## src/common/cics_pkg.sv

```systemverilog
// constants shared by the two-wire command host and its pin synchroniser
`default_nettype none
package cics_pkg;
  // system clock and bus rates
  localparam int CLK_HZ = 20_000_000;
  localparam int STD_RATE_HZ = 100_000;
  localparam int FAST_RATE_HZ = 400_000;
  localparam int PHASES_PER_BIT = 4;
  // each bit is four equal phases; round up so the bus never runs over its rate
  localparam int QUARTER_STD_INT =
    (CLK_HZ + PHASES_PER_BIT * STD_RATE_HZ - 1) / (PHASES_PER_BIT * STD_RATE_HZ);
  localparam int QUARTER_FAST_INT =
    (CLK_HZ + PHASES_PER_BIT * FAST_RATE_HZ - 1) / (PHASES_PER_BIT * FAST_RATE_HZ);
  localparam int QCNT_W = 8;
  localparam logic [QCNT_W-1:0] QUARTER_STD = QCNT_W'(QUARTER_STD_INT - 1);
  localparam logic [QCNT_W-1:0] QUARTER_FAST = QCNT_W'(QUARTER_FAST_INT - 1);
  localparam logic [QCNT_W-1:0] QCNT_ZERO = 8'h00;

  // addressing of the far device
  localparam logic [6:0] SLAVE_ADDR = 7'h6D;
  localparam logic DIR_WRITE = 1'b0;
  localparam logic DIR_READ = 1'b1;

  // map of the far device: low byte offsets of the two-byte settings, then the two code registers
  localparam logic [7:0] CHARGE_CURRENT_SETTING = 8'h02;
  localparam logic [7:0] CHARGE_VOLTAGE_LIMIT_SETTING = 8'h04;
  localparam logic [7:0] REVERSE_OUTPUT_VOLTAGE_SETTING = 8'h06;
  localparam logic [7:0] INPUT_VOLTAGE_SETTING = 8'h0A;
  localparam logic [7:0] INPUT_CURRENT_LIMIT_IN_USE = 8'h24;
  localparam logic [7:0] MAKER_CODE_REGISTER = 8'h2E;
  localparam logic [7:0] PART_CODE_REGISTER = 8'h2F;

  // bit framing
  localparam logic [3:0] BIT_FIRST = 4'h0;
  localparam logic [3:0] ACK_SLOT = 4'h8;
  localparam logic [1:0] P_LOW = 2'h0;
  localparam logic [1:0] P_RISE = 2'h1;
  localparam logic [1:0] P_HIGH = 2'h2;
  localparam logic [1:0] P_FALL = 2'h3;
  localparam logic PIN_LOW = 1'b0;
  localparam logic PIN_IDLE = 1'b1;

  typedef enum logic [2:0] {ST_IDLE, ST_START, ST_BIT, ST_STOP} cics_state_t;
  typedef enum logic [2:0] {SEG_ADDR_W, SEG_REG, SEG_WDATA, SEG_ADDR_R, SEG_RDATA} cics_seg_t;
endpackage
`default_nettype wire

```

## src/hdl/cics_host.sv

```systemverilog
// bus master that reads and writes the charger's command registers
//
// Overview of operation
// - access is word write or word read: select register, then move data; the host also moves a single byte when cmd_two is 0.
// - bus runs up to 100 kbit/s standard or 400 kbit/s fast.
// - both lines are open drain, pulled low or released, idle high.
// - data changes only while clock is low, one clock pulse per bit.
// - START is data falling with clock high, STOP data rising.
// - only the master makes START and STOP; busy between them.
// - bytes are 8 bits, MSB first, each followed by one acknowledge.
// - slave may hold clock low; master waits for its release.
// - master makes every clock pulse, the ninth acknowledge pulse too.
// - transmitter releases data on ninth clock, receiver pulls it low.
// - data high on ninth clock is NACK; master then stops or restarts.
// - first byte after START is 7-bit address plus direction bit.
// - two-byte settings written low byte then high, nothing between.
`timescale 1ns/1ps
`default_nettype none
module cics_host
  import cics_pkg::*;
(
  input wire logic clk, // system clock, 20 MHz
  input wire logic nrst, // async reset, active low
  input wire logic fast_mode, // 1 selects the fast bus rate
  input wire logic cmd_valid, // command offered
  output logic cmd_ready, // command taken when both high
  input wire logic cmd_read, // 1 read, 0 write
  input wire logic cmd_two, // 1 moves two bytes, 0 one byte
  input wire logic [7:0] cmd_reg, // register address in the far device
  input wire logic [15:0] cmd_wdata, // write data, low byte sent first
  output logic rsp_valid, // one-cycle end of command
  output logic rsp_nack, // a byte was not acknowledged
  output logic rsp_err, // command refused without bus traffic
  output logic [15:0] rsp_rdata, // read data, first byte in the low half
  output logic busy, // a transfer is under way
  input wire logic scl_in, // clock line level
  output logic scl_out, // clock line drive value
  output logic scl_oe_n, // clock line pulled low while 0
  input wire logic sda_in, // data line level
  output logic sda_out, // data line drive value
  output logic sda_oe_n // data line pulled low while 0
);
  cics_state_t state;
  cics_seg_t seg;
  logic [1:0] phase;
  logic [QCNT_W-1:0] qcnt;
  logic [QCNT_W-1:0] qload;
  logic q_done;
  logic step;
  logic scl_drive;
  logic sda_drive;
  logic scl_s;
  logic sda_s;
  logic [7:0] shift;
  logic [3:0] bitn;
  logic ack_high;
  logic nack;
  logic byte_hi;
  logic read_q;
  logic two_q;
  logic [7:0] reg_q;
  logic [15:0] wdata_q;
  logic more_bytes;
  logic refuse;

  // low byte of a two-byte setting
  function automatic logic pair_low(input logic [7:0] a);
    pair_low = (a == CHARGE_CURRENT_SETTING) || (a == CHARGE_VOLTAGE_LIMIT_SETTING) ||
               (a == REVERSE_OUTPUT_VOLTAGE_SETTING) || (a == INPUT_VOLTAGE_SETTING) ||
               (a == INPUT_CURRENT_LIMIT_IN_USE);
  endfunction

  // high byte of a two-byte setting: the odd neighbour of a low byte
  function automatic logic pair_high(input logic [7:0] a);
    pair_high = a[0] && pair_low({a[7:1], 1'b0});
  endfunction

  cics_sync #(
    .WIDTH(2)
  ) u_sync (
    .clk(clk),
    .nrst(nrst),
    .async_in({scl_in, sda_in}),
    .sync_out({scl_s, sda_s})
  );

  assign scl_out = PIN_LOW;
  assign sda_out = PIN_LOW;
  assign scl_oe_n = !scl_drive;
  assign sda_oe_n = !sda_drive;
  assign cmd_ready = (state == ST_IDLE);
  assign busy = (state != ST_IDLE);
  assign rsp_rdata = wdata_q;
  assign qload = fast_mode ? QUARTER_FAST : QUARTER_STD;
  assign q_done = (qcnt == QCNT_ZERO);
  // the rising phase also waits for the line itself, so a held clock stalls us
  assign step = q_done && (phase != P_RISE || scl_s);
  assign more_bytes = two_q && !byte_hi;
  // a lone high byte or a half setting would be dropped by the far device
  assign refuse = !cmd_read &&
                  (pair_high(cmd_reg) || (pair_low(cmd_reg) && !cmd_two));

  // quarter-bit timer
  always_ff @(posedge clk or negedge nrst) begin
    if (!nrst) begin
      qcnt <= QUARTER_STD;
    end else if (state == ST_IDLE || step) begin
      qcnt <= qload;
    end else if (!q_done) begin
      qcnt <= qcnt - 1'b1;
    end
  end

  always_ff @(posedge clk or negedge nrst) begin
    if (!nrst) begin
      phase <= P_LOW;
    end else if (state == ST_IDLE) begin
      phase <= P_LOW;
    end else if (step) begin
      phase <= phase + 1'b1;
    end
  end

  // clock line: the host alone makes every pulse
  always_ff @(posedge clk or negedge nrst) begin
    if (!nrst) begin
      scl_drive <= 1'b0;
    end else begin
      unique case (state)
        ST_IDLE: scl_drive <= 1'b0;
        ST_START: begin
          if (phase != P_LOW) begin
            scl_drive <= (phase == P_FALL);
          end
        end
        ST_BIT: scl_drive <= (phase == P_LOW) || (phase == P_FALL);
        ST_STOP: scl_drive <= (phase == P_LOW);
      endcase
    end
  end

  // data line: changes only in the low phase, except START and STOP edges
  always_ff @(posedge clk or negedge nrst) begin
    if (!nrst) begin
      sda_drive <= 1'b0;
    end else begin
      unique case (state)
        ST_IDLE: sda_drive <= 1'b0;
        ST_START: sda_drive <= phase[1];
        ST_BIT: begin
          if (phase == P_LOW) begin
            if (bitn != ACK_SLOT) begin
              sda_drive <= (seg != SEG_RDATA) && !shift[7];
            end else begin
              // master acks every read byte but the last, released on writes
              sda_drive <= (seg == SEG_RDATA) && more_bytes;
            end
          end
        end
        ST_STOP: sda_drive <= !phase[1];
      endcase
    end
  end

  // response strobe and flags
  always_ff @(posedge clk or negedge nrst) begin
    if (!nrst) begin
      rsp_valid <= 1'b0;
      rsp_err <= 1'b0;
      rsp_nack <= 1'b0;
    end else begin
      rsp_valid <= 1'b0;
      if (state == ST_IDLE && cmd_valid && refuse) begin
        rsp_valid <= 1'b1;
        rsp_err <= 1'b1;
        rsp_nack <= 1'b0;
      end else if (state == ST_STOP && step && phase == P_FALL) begin
        rsp_valid <= 1'b1;
        rsp_err <= 1'b0;
        rsp_nack <= nack;
      end
    end
  end

  // transaction sequencer
  always_ff @(posedge clk or negedge nrst) begin
    if (!nrst) begin
      state <= ST_IDLE;
      seg <= SEG_ADDR_W;
      shift <= 8'h00;
      bitn <= BIT_FIRST;
      ack_high <= 1'b0;
      nack <= 1'b0;
      byte_hi <= 1'b0;
      read_q <= 1'b0;
      two_q <= 1'b0;
      reg_q <= 8'h00;
      wdata_q <= 16'h0000;
    end else begin
      unique case (state)
        ST_IDLE: begin
          if (cmd_valid && !refuse) begin
            state <= ST_START;
            seg <= SEG_ADDR_W;
            shift <= {SLAVE_ADDR, DIR_WRITE};
            bitn <= BIT_FIRST;
            nack <= 1'b0;
            byte_hi <= 1'b0;
            read_q <= cmd_read;
            two_q <= cmd_two;
            reg_q <= cmd_reg;
            wdata_q <= cmd_read ? 16'h0000 : cmd_wdata;
          end
        end
        ST_START: begin
          if (step && phase == P_FALL) begin
            state <= ST_BIT;
            bitn <= BIT_FIRST;
          end
        end
        ST_BIT: begin
          if (step && phase == P_HIGH) begin
            if (bitn != ACK_SLOT) begin
              shift <= {shift[6:0], sda_s};
            end else begin
              ack_high <= sda_s;
            end
          end
          if (step && phase == P_FALL) begin
            if (bitn != ACK_SLOT) begin
              bitn <= bitn + 1'b1;
            end else begin
              bitn <= BIT_FIRST;
              if (seg != SEG_RDATA && ack_high) begin
                // an unknown register also ends here, with a NACK
                nack <= 1'b1;
                state <= ST_STOP;
              end else begin
                unique case (seg)
                  SEG_ADDR_W: begin
                    seg <= SEG_REG;
                    shift <= reg_q;
                  end
                  SEG_REG: begin
                    if (read_q) begin
                      seg <= SEG_ADDR_R;
                      shift <= {SLAVE_ADDR, DIR_READ};
                      state <= ST_START;
                    end else begin
                      seg <= SEG_WDATA;
                      shift <= wdata_q[7:0];
                    end
                  end
                  SEG_WDATA: begin
                    // both halves go in one burst, far inside any watchdog period
                    if (more_bytes) begin
                      byte_hi <= 1'b1;
                      shift <= wdata_q[15:8];
                    end else begin
                      state <= ST_STOP;
                    end
                  end
                  SEG_ADDR_R: seg <= SEG_RDATA;
                  SEG_RDATA: begin
                    if (byte_hi) begin
                      wdata_q[15:8] <= shift;
                    end else begin
                      wdata_q[7:0] <= shift;
                    end
                    if (more_bytes) begin
                      byte_hi <= 1'b1;
                    end else begin
                      state <= ST_STOP;
                    end
                  end
                endcase
              end
            end
          end
        end
        ST_STOP: begin
          if (step && phase == P_FALL) begin
            state <= ST_IDLE;
          end
        end
      endcase
    end
  end
endmodule
`default_nettype wire

```

## src/hdl/cics_sync.sv

```systemverilog
// two-flop synchroniser for the bus pins
`timescale 1ns/1ps
`default_nettype none
module cics_sync
  import cics_pkg::*;
#(
  parameter int WIDTH = 2
) (
  input wire logic clk, // system clock
  input wire logic nrst, // async reset, active low
  input wire logic [WIDTH-1:0] async_in, // raw pin levels
  output logic [WIDTH-1:0] sync_out // levels safe for logic
);
  logic [WIDTH-1:0] meta;

  genvar i;
  generate
    for (i = 0; i < WIDTH; i++) begin : g_bit
      // released bus lines rest high, so reset to the idle level
      always_ff @(posedge clk or negedge nrst) begin
        if (!nrst) begin
          meta[i] <= PIN_IDLE;
          sync_out[i] <= PIN_IDLE;
        end else begin
          meta[i] <= async_in[i];
          sync_out[i] <= meta[i];
        end
      end
    end
  endgenerate
endmodule
`default_nettype wire

```

## config.mk

```make
export PLATFORM = sky130hd
export DESIGN_NAME = cics_host
export DESIGN_NICKNAME = d
export VERILOG_FILES = /design/src/common/cics_pkg.sv /design/src/hdl/cics_host.sv /design/src/hdl/cics_sync.sv
export SDC_FILE = /design/constraint.sdc
export NUM_CORES = 1
export LEC_CHECK = 0
export BUFFER_PORTS_ARGS = -buffer_cell sky130_fd_sc_hd__buf_4
export CORE_MARGIN = 2
export CORE_UTILIZATION = 52
export DETAILED_ROUTE_END_ITERATION = 6
export PLACE_DENSITY = 0.82
export SLEW_MARGIN = 20
export SYNTH_ARGS = -nofsm -noshare
export SYNTH_HDL_FRONTEND = slang
export SYNTH_HIERARCHICAL = 1
export SYNTH_SLANG_ARGS = --single-unit
export TNS_END_PERCENT = 5
```

## constraint.sdc

```tcl
create_clock -name clk -period 2.3 [get_ports clk]
set_clock_uncertainty 0.15 [all_clocks]
set_input_delay 0.23 -clock clk [delete_from_list [all_inputs] [get_ports clk]]
set_output_delay 0.23 -clock clk [all_outputs]
set_load 0.05 [all_outputs]
```

# --- Word level (Yosys, flattened, before mapping) ---
# Index checks and enable logic that the tools add are counted.
word_totals:
  reg_bits: 66
  inputBits: 32
  output_inout_bits: 25
  wordCells: 192
op_classes:
  n_bitwise: 1
  n_addsub: 3
  mux: 68
  n_eq_ne: 41
  reduce_logical: 56
op_table:
  columns: ["op", "n"]
  rows:
  - ["two-way mux 16 bit", 6]
  - ["two-way mux 8 bit", 12]
  - ["two-way mux 3 bit", 12]
  - ["one-hot mux 16 bit (2 select lines)", 1]
  - ["!= test 2 bit, second input constant", 12]
  - ["one-hot mux 8 bit (3 select lines)", 1]
  - ["AND reduction 7 bit", 3]
  - ["two-way mux 1 bit", 19]
  - ["equality test 8 x 3 -> 1 bit, second input constant", 2]
  - ["two-way mux 4 bit", 4]
  - ["one-hot mux 8 bit (2 select lines)", 1]
  - ["logical AND 1 bit", 15]
  - ["equality test 7 x 2 -> 1 bit, second input constant", 2]
  - ["equality test 3 x 2 -> 1 bit, second input constant", 4]
  - ["logical OR 1 bit", 12]
  - ["!= test 4 bit, second input constant", 3]
  - ["one-hot mux 3 bit (2 select lines)", 2]
  - ["one-hot mux 3 bit (4 select lines)", 1]
  - ["one-hot mux 4 bit (3 select lines)", 1]
  - ["one-hot mux 3 bit (3 select lines)", 1]
  - ["equality test 8 x 2 -> 1 bit, second input constant", 1]
  - ["equality test 8 x 4 -> 1 bit, second input constant", 1]
  - ["equality test 8 x 6 -> 1 bit, second input constant", 1]
  - ["zero test 1 bit", 8]
  - ["30 further kinds", 44]

# --- Longest topological paths before layout ---
logic_depth:
  depth_word: 12
  ltp_mapped: 9
  ltp_nobuf: 7

# --- Hierarchy ---
# The synthesis kept the hierarchy.
by_module_without_submodules:
  columns: ["mod", "seq_area_each_um2", "cells_each", "n_inst", "area_each_um2"]
  rows:
  - ["cics_host", 1530.2, 402, 1, 3694.8]
  - ["cics_sync", 105.1, 4, 1, 105.1]

# --- Worst setup path before layout ---
# OpenSTA, ideal clock, no wires.
synth_timing:
  path_type: "reg2reg"
  from: "reg state[1]"
  to: "reg shift[7]"
  arrival_ns: 2.290
  stages_incl_launch_ff: 9
  slack_ns: -0.222
  t_required_ns: 2.068
  setup_time_ns: 0.082
  path_buffers: 3
  period_less_slack_ns: 2.522
  cell_sequence: "dfrtp_1 or2_2 clkbuf_1 inv_1 buf_2 o311ai_1 clkbuf_1 a32o_1 a31oi_1"
synth_via:
  elab_chain_len: 3
  elab_cells_between_ends: 6
  cone_classes: "eq/ne (2); mux (1); reduce/logical (3)"
synth_lines:
  columns: ["element", "line", "rtl"]
  rows:
  - ["start: declaration", "cics_host.sv:43", "cics_state_t state;"]
  - ["start signal: assignment", "cics_host.sv:188", "state <= ST_IDLE;"]
  - ["start signal: assignment", "cics_host.sv:203", "state <= ST_START;"]
  - ["start signal: assignment", "cics_host.sv:217", "state <= ST_BIT;"]
  - ["zero test 3 bit (*)", null, null]
  - ["via cmd_ready", "cics_host.sv:26", "output logic cmd_ready,"]
  - ["!= test 2 x 1 -> 1 bit (no source line) / nonzero test 2 bit (equally long branches)", null, null]
  - ["AND reduction 2 bit (no source line)", null, null]
  - ["end signal: assignment", "cics_host.sv:205", "shift <= {SLAVE_ADDR, DIR_WRITE};"]
  - ["end signal: assignment", "cics_host.sv:224", "shift <= {shift[6:0], sda_s};"]
  - ["end signal: assignment", "cics_host.sv:242", "shift <= reg_q;"]
  - ["end: declaration", "cics_host.sv:54", "logic [7:0] shift;"]
# The timed path passes the listed nets; every way through them passes the cells marked *.
# A chain may end at the register's enable or synchronous reset.

# --- Worst setup path in the final report ---
layout_timing:
  from: "reg qcnt[1]"
  to: "reg wdata_q[10] (netlist: rsp_rdata[10])"
layout_via:
  elab_chain_len: 5
layout_lines:
  columns: ["element", "line", "rtl"]
  rows:
  - ["start: declaration", "cics_host.sv:46", "logic [QCNT_W-1:0] qcnt;"]
  - ["start signal: assignment", "cics_host.sv:108", "qcnt <= qload;"]
  - ["start signal: assignment", "cics_host.sv:110", "qcnt <= qcnt - 1'b1;"]
  - ["zero test 8 bit", "cics_host.sv:95", "assign q_done = (qcnt == QCNT_ZERO);"]
  - ["logical AND 1 bit", "cics_host.sv:97", "assign step = q_done && (phase != P_RISE || scl_s);"]
  - ["logical AND 1 bit", "cics_host.sv:229", "if (step && phase == P_FALL) begin"]
  - ["!= test 2 bit (no source line)", null, null]
  - ["AND reduction 7 bit (no source line)", null, null]
  - ["end signal: assignment", "cics_host.sv:212", "wdata_q <= cmd_read ? 16'h0000 : cmd_wdata;"]
  - ["end signal: assignment", "cics_host.sv:266", "wdata_q[15:8] <= shift;"]
  - ["end: declaration", "cics_host.sv:62", "logic [15:0] wdata_q;"]
# No other way between the ends.

==> out/results.ini <==
[timing]
grt_setup_unrepaired = yes
period_needed_ps = 2310
fmax_mhz = 433
worst_slack_ps = -8.01
hold_violations = 0
period_share_pct = 100
worst_pin_slew_ps = 1090
slew_viol_final = 0
setup_viol = 8
tns_ps = -41.9
timing.slew.headroom_pct = 27.1

[route]
drc = 0
vias = 3582
viasPerCell = 6.03
wl_um = 10300
antenna_left = 0
post_drt_wl_per_cell_um = 17.3
drtIter0Drc = 403
drt_first_pass_iters = 6

[power]
power_density_nw_per_um2 = 1050
power_switching_mw = 2.14
p_seq_share_pct = 36.3
peakVddDrop_uv = 564
p_clk_share_pct = 16.7
cellInternalPower_mw = 2.89
p_leak_nw = 2.21
power_frac_comb_pct = 47.0
swShare_pct = 42.5

[synthesis]
avgSynthCellArea_um2 = 9.36
synth_cell_types = 63
synthArstFlopShare_pct = 100
yosys.area_share.simple_pct = 18.2
ys_ff_latch = 65
muxShareOfSynthArea_pct = 6.88
synth-edff-count = 0
yosys.area.top_type = dfrtp_1
synthCells = 406
syn_area_um2 = 3800
synth_top_family_by_area = compound AO/OA/AOI/OAI gates
synth_common_cells = dfrtp_1, nand2_1, o21ai_0, nor2_1
synthAdderAreaFrac_pct = 2.63
synth_top_area_share_pct = 38.2
ys.flop_type = dfrtp_1
yosys_warnings = 6
synth.most_common_cell = dfrtp_1
yosysSeqAreaShare_pct = 43.0
synthXorXnorAreaFrac_pct = 1.61
synth_compound_area_share_pct = 22.3
synth_area_leaders = dfrtp_1, nand2_1, dfstp_2

[finish]
diodes = 0
finalNonFillerCells = 594
syn_to_final_growth_pct = 26.4
layout.nets = 531
drive_above_1_share_pct = 28.9
n_fill_cell = 559

[run_status]
violations = negative setup slack
status = finished, violations left

[grt]
grt_usage_pct = 26.8
antenna_found_initial = 0
grt_overflow_total = 0
grt_max_degree = 66
grt_pass1_vias = 3243
grt_first_pass_wirelength_um = 16100

[clock_network]
cts_tree = yes
cts.htree.levels = 3
clockRootBuffer = clkbuf_8
clk_latency_ps = 350
cts.sinks = 65
cts_made_buffers = 9
clock_path_buffers = 2
cts.clk_slew.worst_paths_ps = 70

[setup_path]
rrSetupSlack_ps = -8
criticalPathCategory = flop to flop
critPathMaxFanout = 8
critPathCapture = rsp_rdata[10]
crit_arrival_ps = 2390
startpoint = qcnt[1]
rr_endpoint = rsp_rdata[10]
end_kind = flop
cp.required_ps = 2380
r2r_cells = 8
rr_startpoint = qcnt[1]
setup.worst_path.start_class = flop

[floorplanning]
rows = 31
die_w_um = 89.5
coreArea_um2 = 7180
die_height_um = 89.5
io_pins = 57
start_util_pct = 53.0
die-area_um2 = 8010

[placed_design]
dpl.cell_count = 567
pre_cts_slack_ps = -89.4
dp_hpwl_um = 7440
gp_congestion = 0.896
port_buffers = 54

[hold_path]
hold_path_class = input pin to flop
holdPathStages = 3

[flow_run]
max-cap-violations = 0

==> stage by stage <==
stage          area (um^2)  hold WS, ps  total power [mW]  utilization [%]
5_1_grt               4800         27.9              5.30             66.9
2_1_floorplan         3810         -216              3.34                -
4_1_cts               4790         8.99              5.02             66.8
3_3_place_gp          4480          189              4.05             62.4
3_5_place_dp          4480          190              4.14             62.4
6_report              4800         16.0              5.02             66.9
==> worst min path at each step <==
stage / startpoint / endpoint
CTS: cmd_two / two_q
finish: cmd_two / two_q
global placement: scl_in / u_sync/meta[1]
floorplan: nrst / ack_high
global route: cmd_two / two_q
detailed placement: sda_in / u_sync/meta[0]
==> flip-flops by register name, summed over array words and instances, names as in the netlist <==
| register | cells |
|---|---|
| shift | 8 |
| phase | 2 |
| qcnt | 8 |
| scl_drive | 1 |
| rsp_err | 1 |
| two_q | 1 |
| reg_q | 8 |
| bitn | 4 |
| rsp_rdata | 16 |
| ack_high | 1 |
| rsp_nack | 1 |
| nack | 1 |
| sda_drive | 1 |
| read_q | 1 |
| u_sync/sync_out | 2 |
| seg | 3 |
| u_sync/meta | 2 |
| state | 2 |
| byte_hi | 1 |
| rsp_valid | 1 |
==> area by class of cell <==
type                    count  area [um^2]  share of cell area, %
clock buffers              12          145                   3.02
flip-flops and latches     65         1640                   34.0
well taps                  99          124                   2.58
clock inverters             3         17.5                  0.365
inverters                  21         78.8                   1.64
multi-input cells         296         2020                   42.1
repair buffers             98          782                   16.3
==> routing by layer <==
metal	global-route usage (%)	part of all wire, %	routed length (um)
met3	5.17	6.7	685
met5	0	0	0
met2	42.6	48	4900
met1	36.8	43	4420
met4	9.50	2.5	257
==> what timing repair did <==
action,4_1_cts,5_1_grt
buffers inserted,0,0
pin swaps,1,0
gates resized for setup,5,4
hold buffers,12,0
hold endpoints to repair,69,0
endpoints found under the setup margin,19,25
==> logic make-up after synthesis <==
logic type,Yosys count
and+or+nand+nor,140
AOI/OAI and AO/OA,118
DFF,65
buffers and inverters,46
muxes,21
adders and majority gates,8
xor gates and xnor gates,7
other,1
==> worst max-delay path, cell delays in order, from the launching register on <==
cell and delay [ps]:
dfrtp_1 390, inv_2 80, ha_4 140, or3b_4 390, nor3_4 220, and3_4 230, a31o_4 170, buf_12 130
mux2_4 290
==> power by group through the flow <==
stage | combinational (mW) | clock, mW | sequential [mW]
6_report | 2.36 | 0.836 | 1.82
5_1_grt | 2.53 | 0.902 | 1.87
4_1_cts | 2.36 | 0.847 | 1.81
3_5_place_dp | 2.31 | 0 | 1.83
3_3_place_gp | 2.24 | 0 | 1.81
2_1_floorplan | 1.07 | 0 | 2.27
==> layout by cell type (no fill, tap or decap), drive strengths merged, types with 5 or more instances in the layout <==
master	instances
dfstp	7
o21ai	24
a31oi	6
buf	86
dfrtp	58
a22o	16
ha	8
a211o	7
nand2	56
inv	21
clkbuf	12
nor3	5
and3	5
nand3	21
xnor2	5
a22oi	6
nand2b	5
nor2	23
dlygate4sd3	12
mux2	17
nor2b	5
a21oi	19
Power figures use the tool's default switching activity.
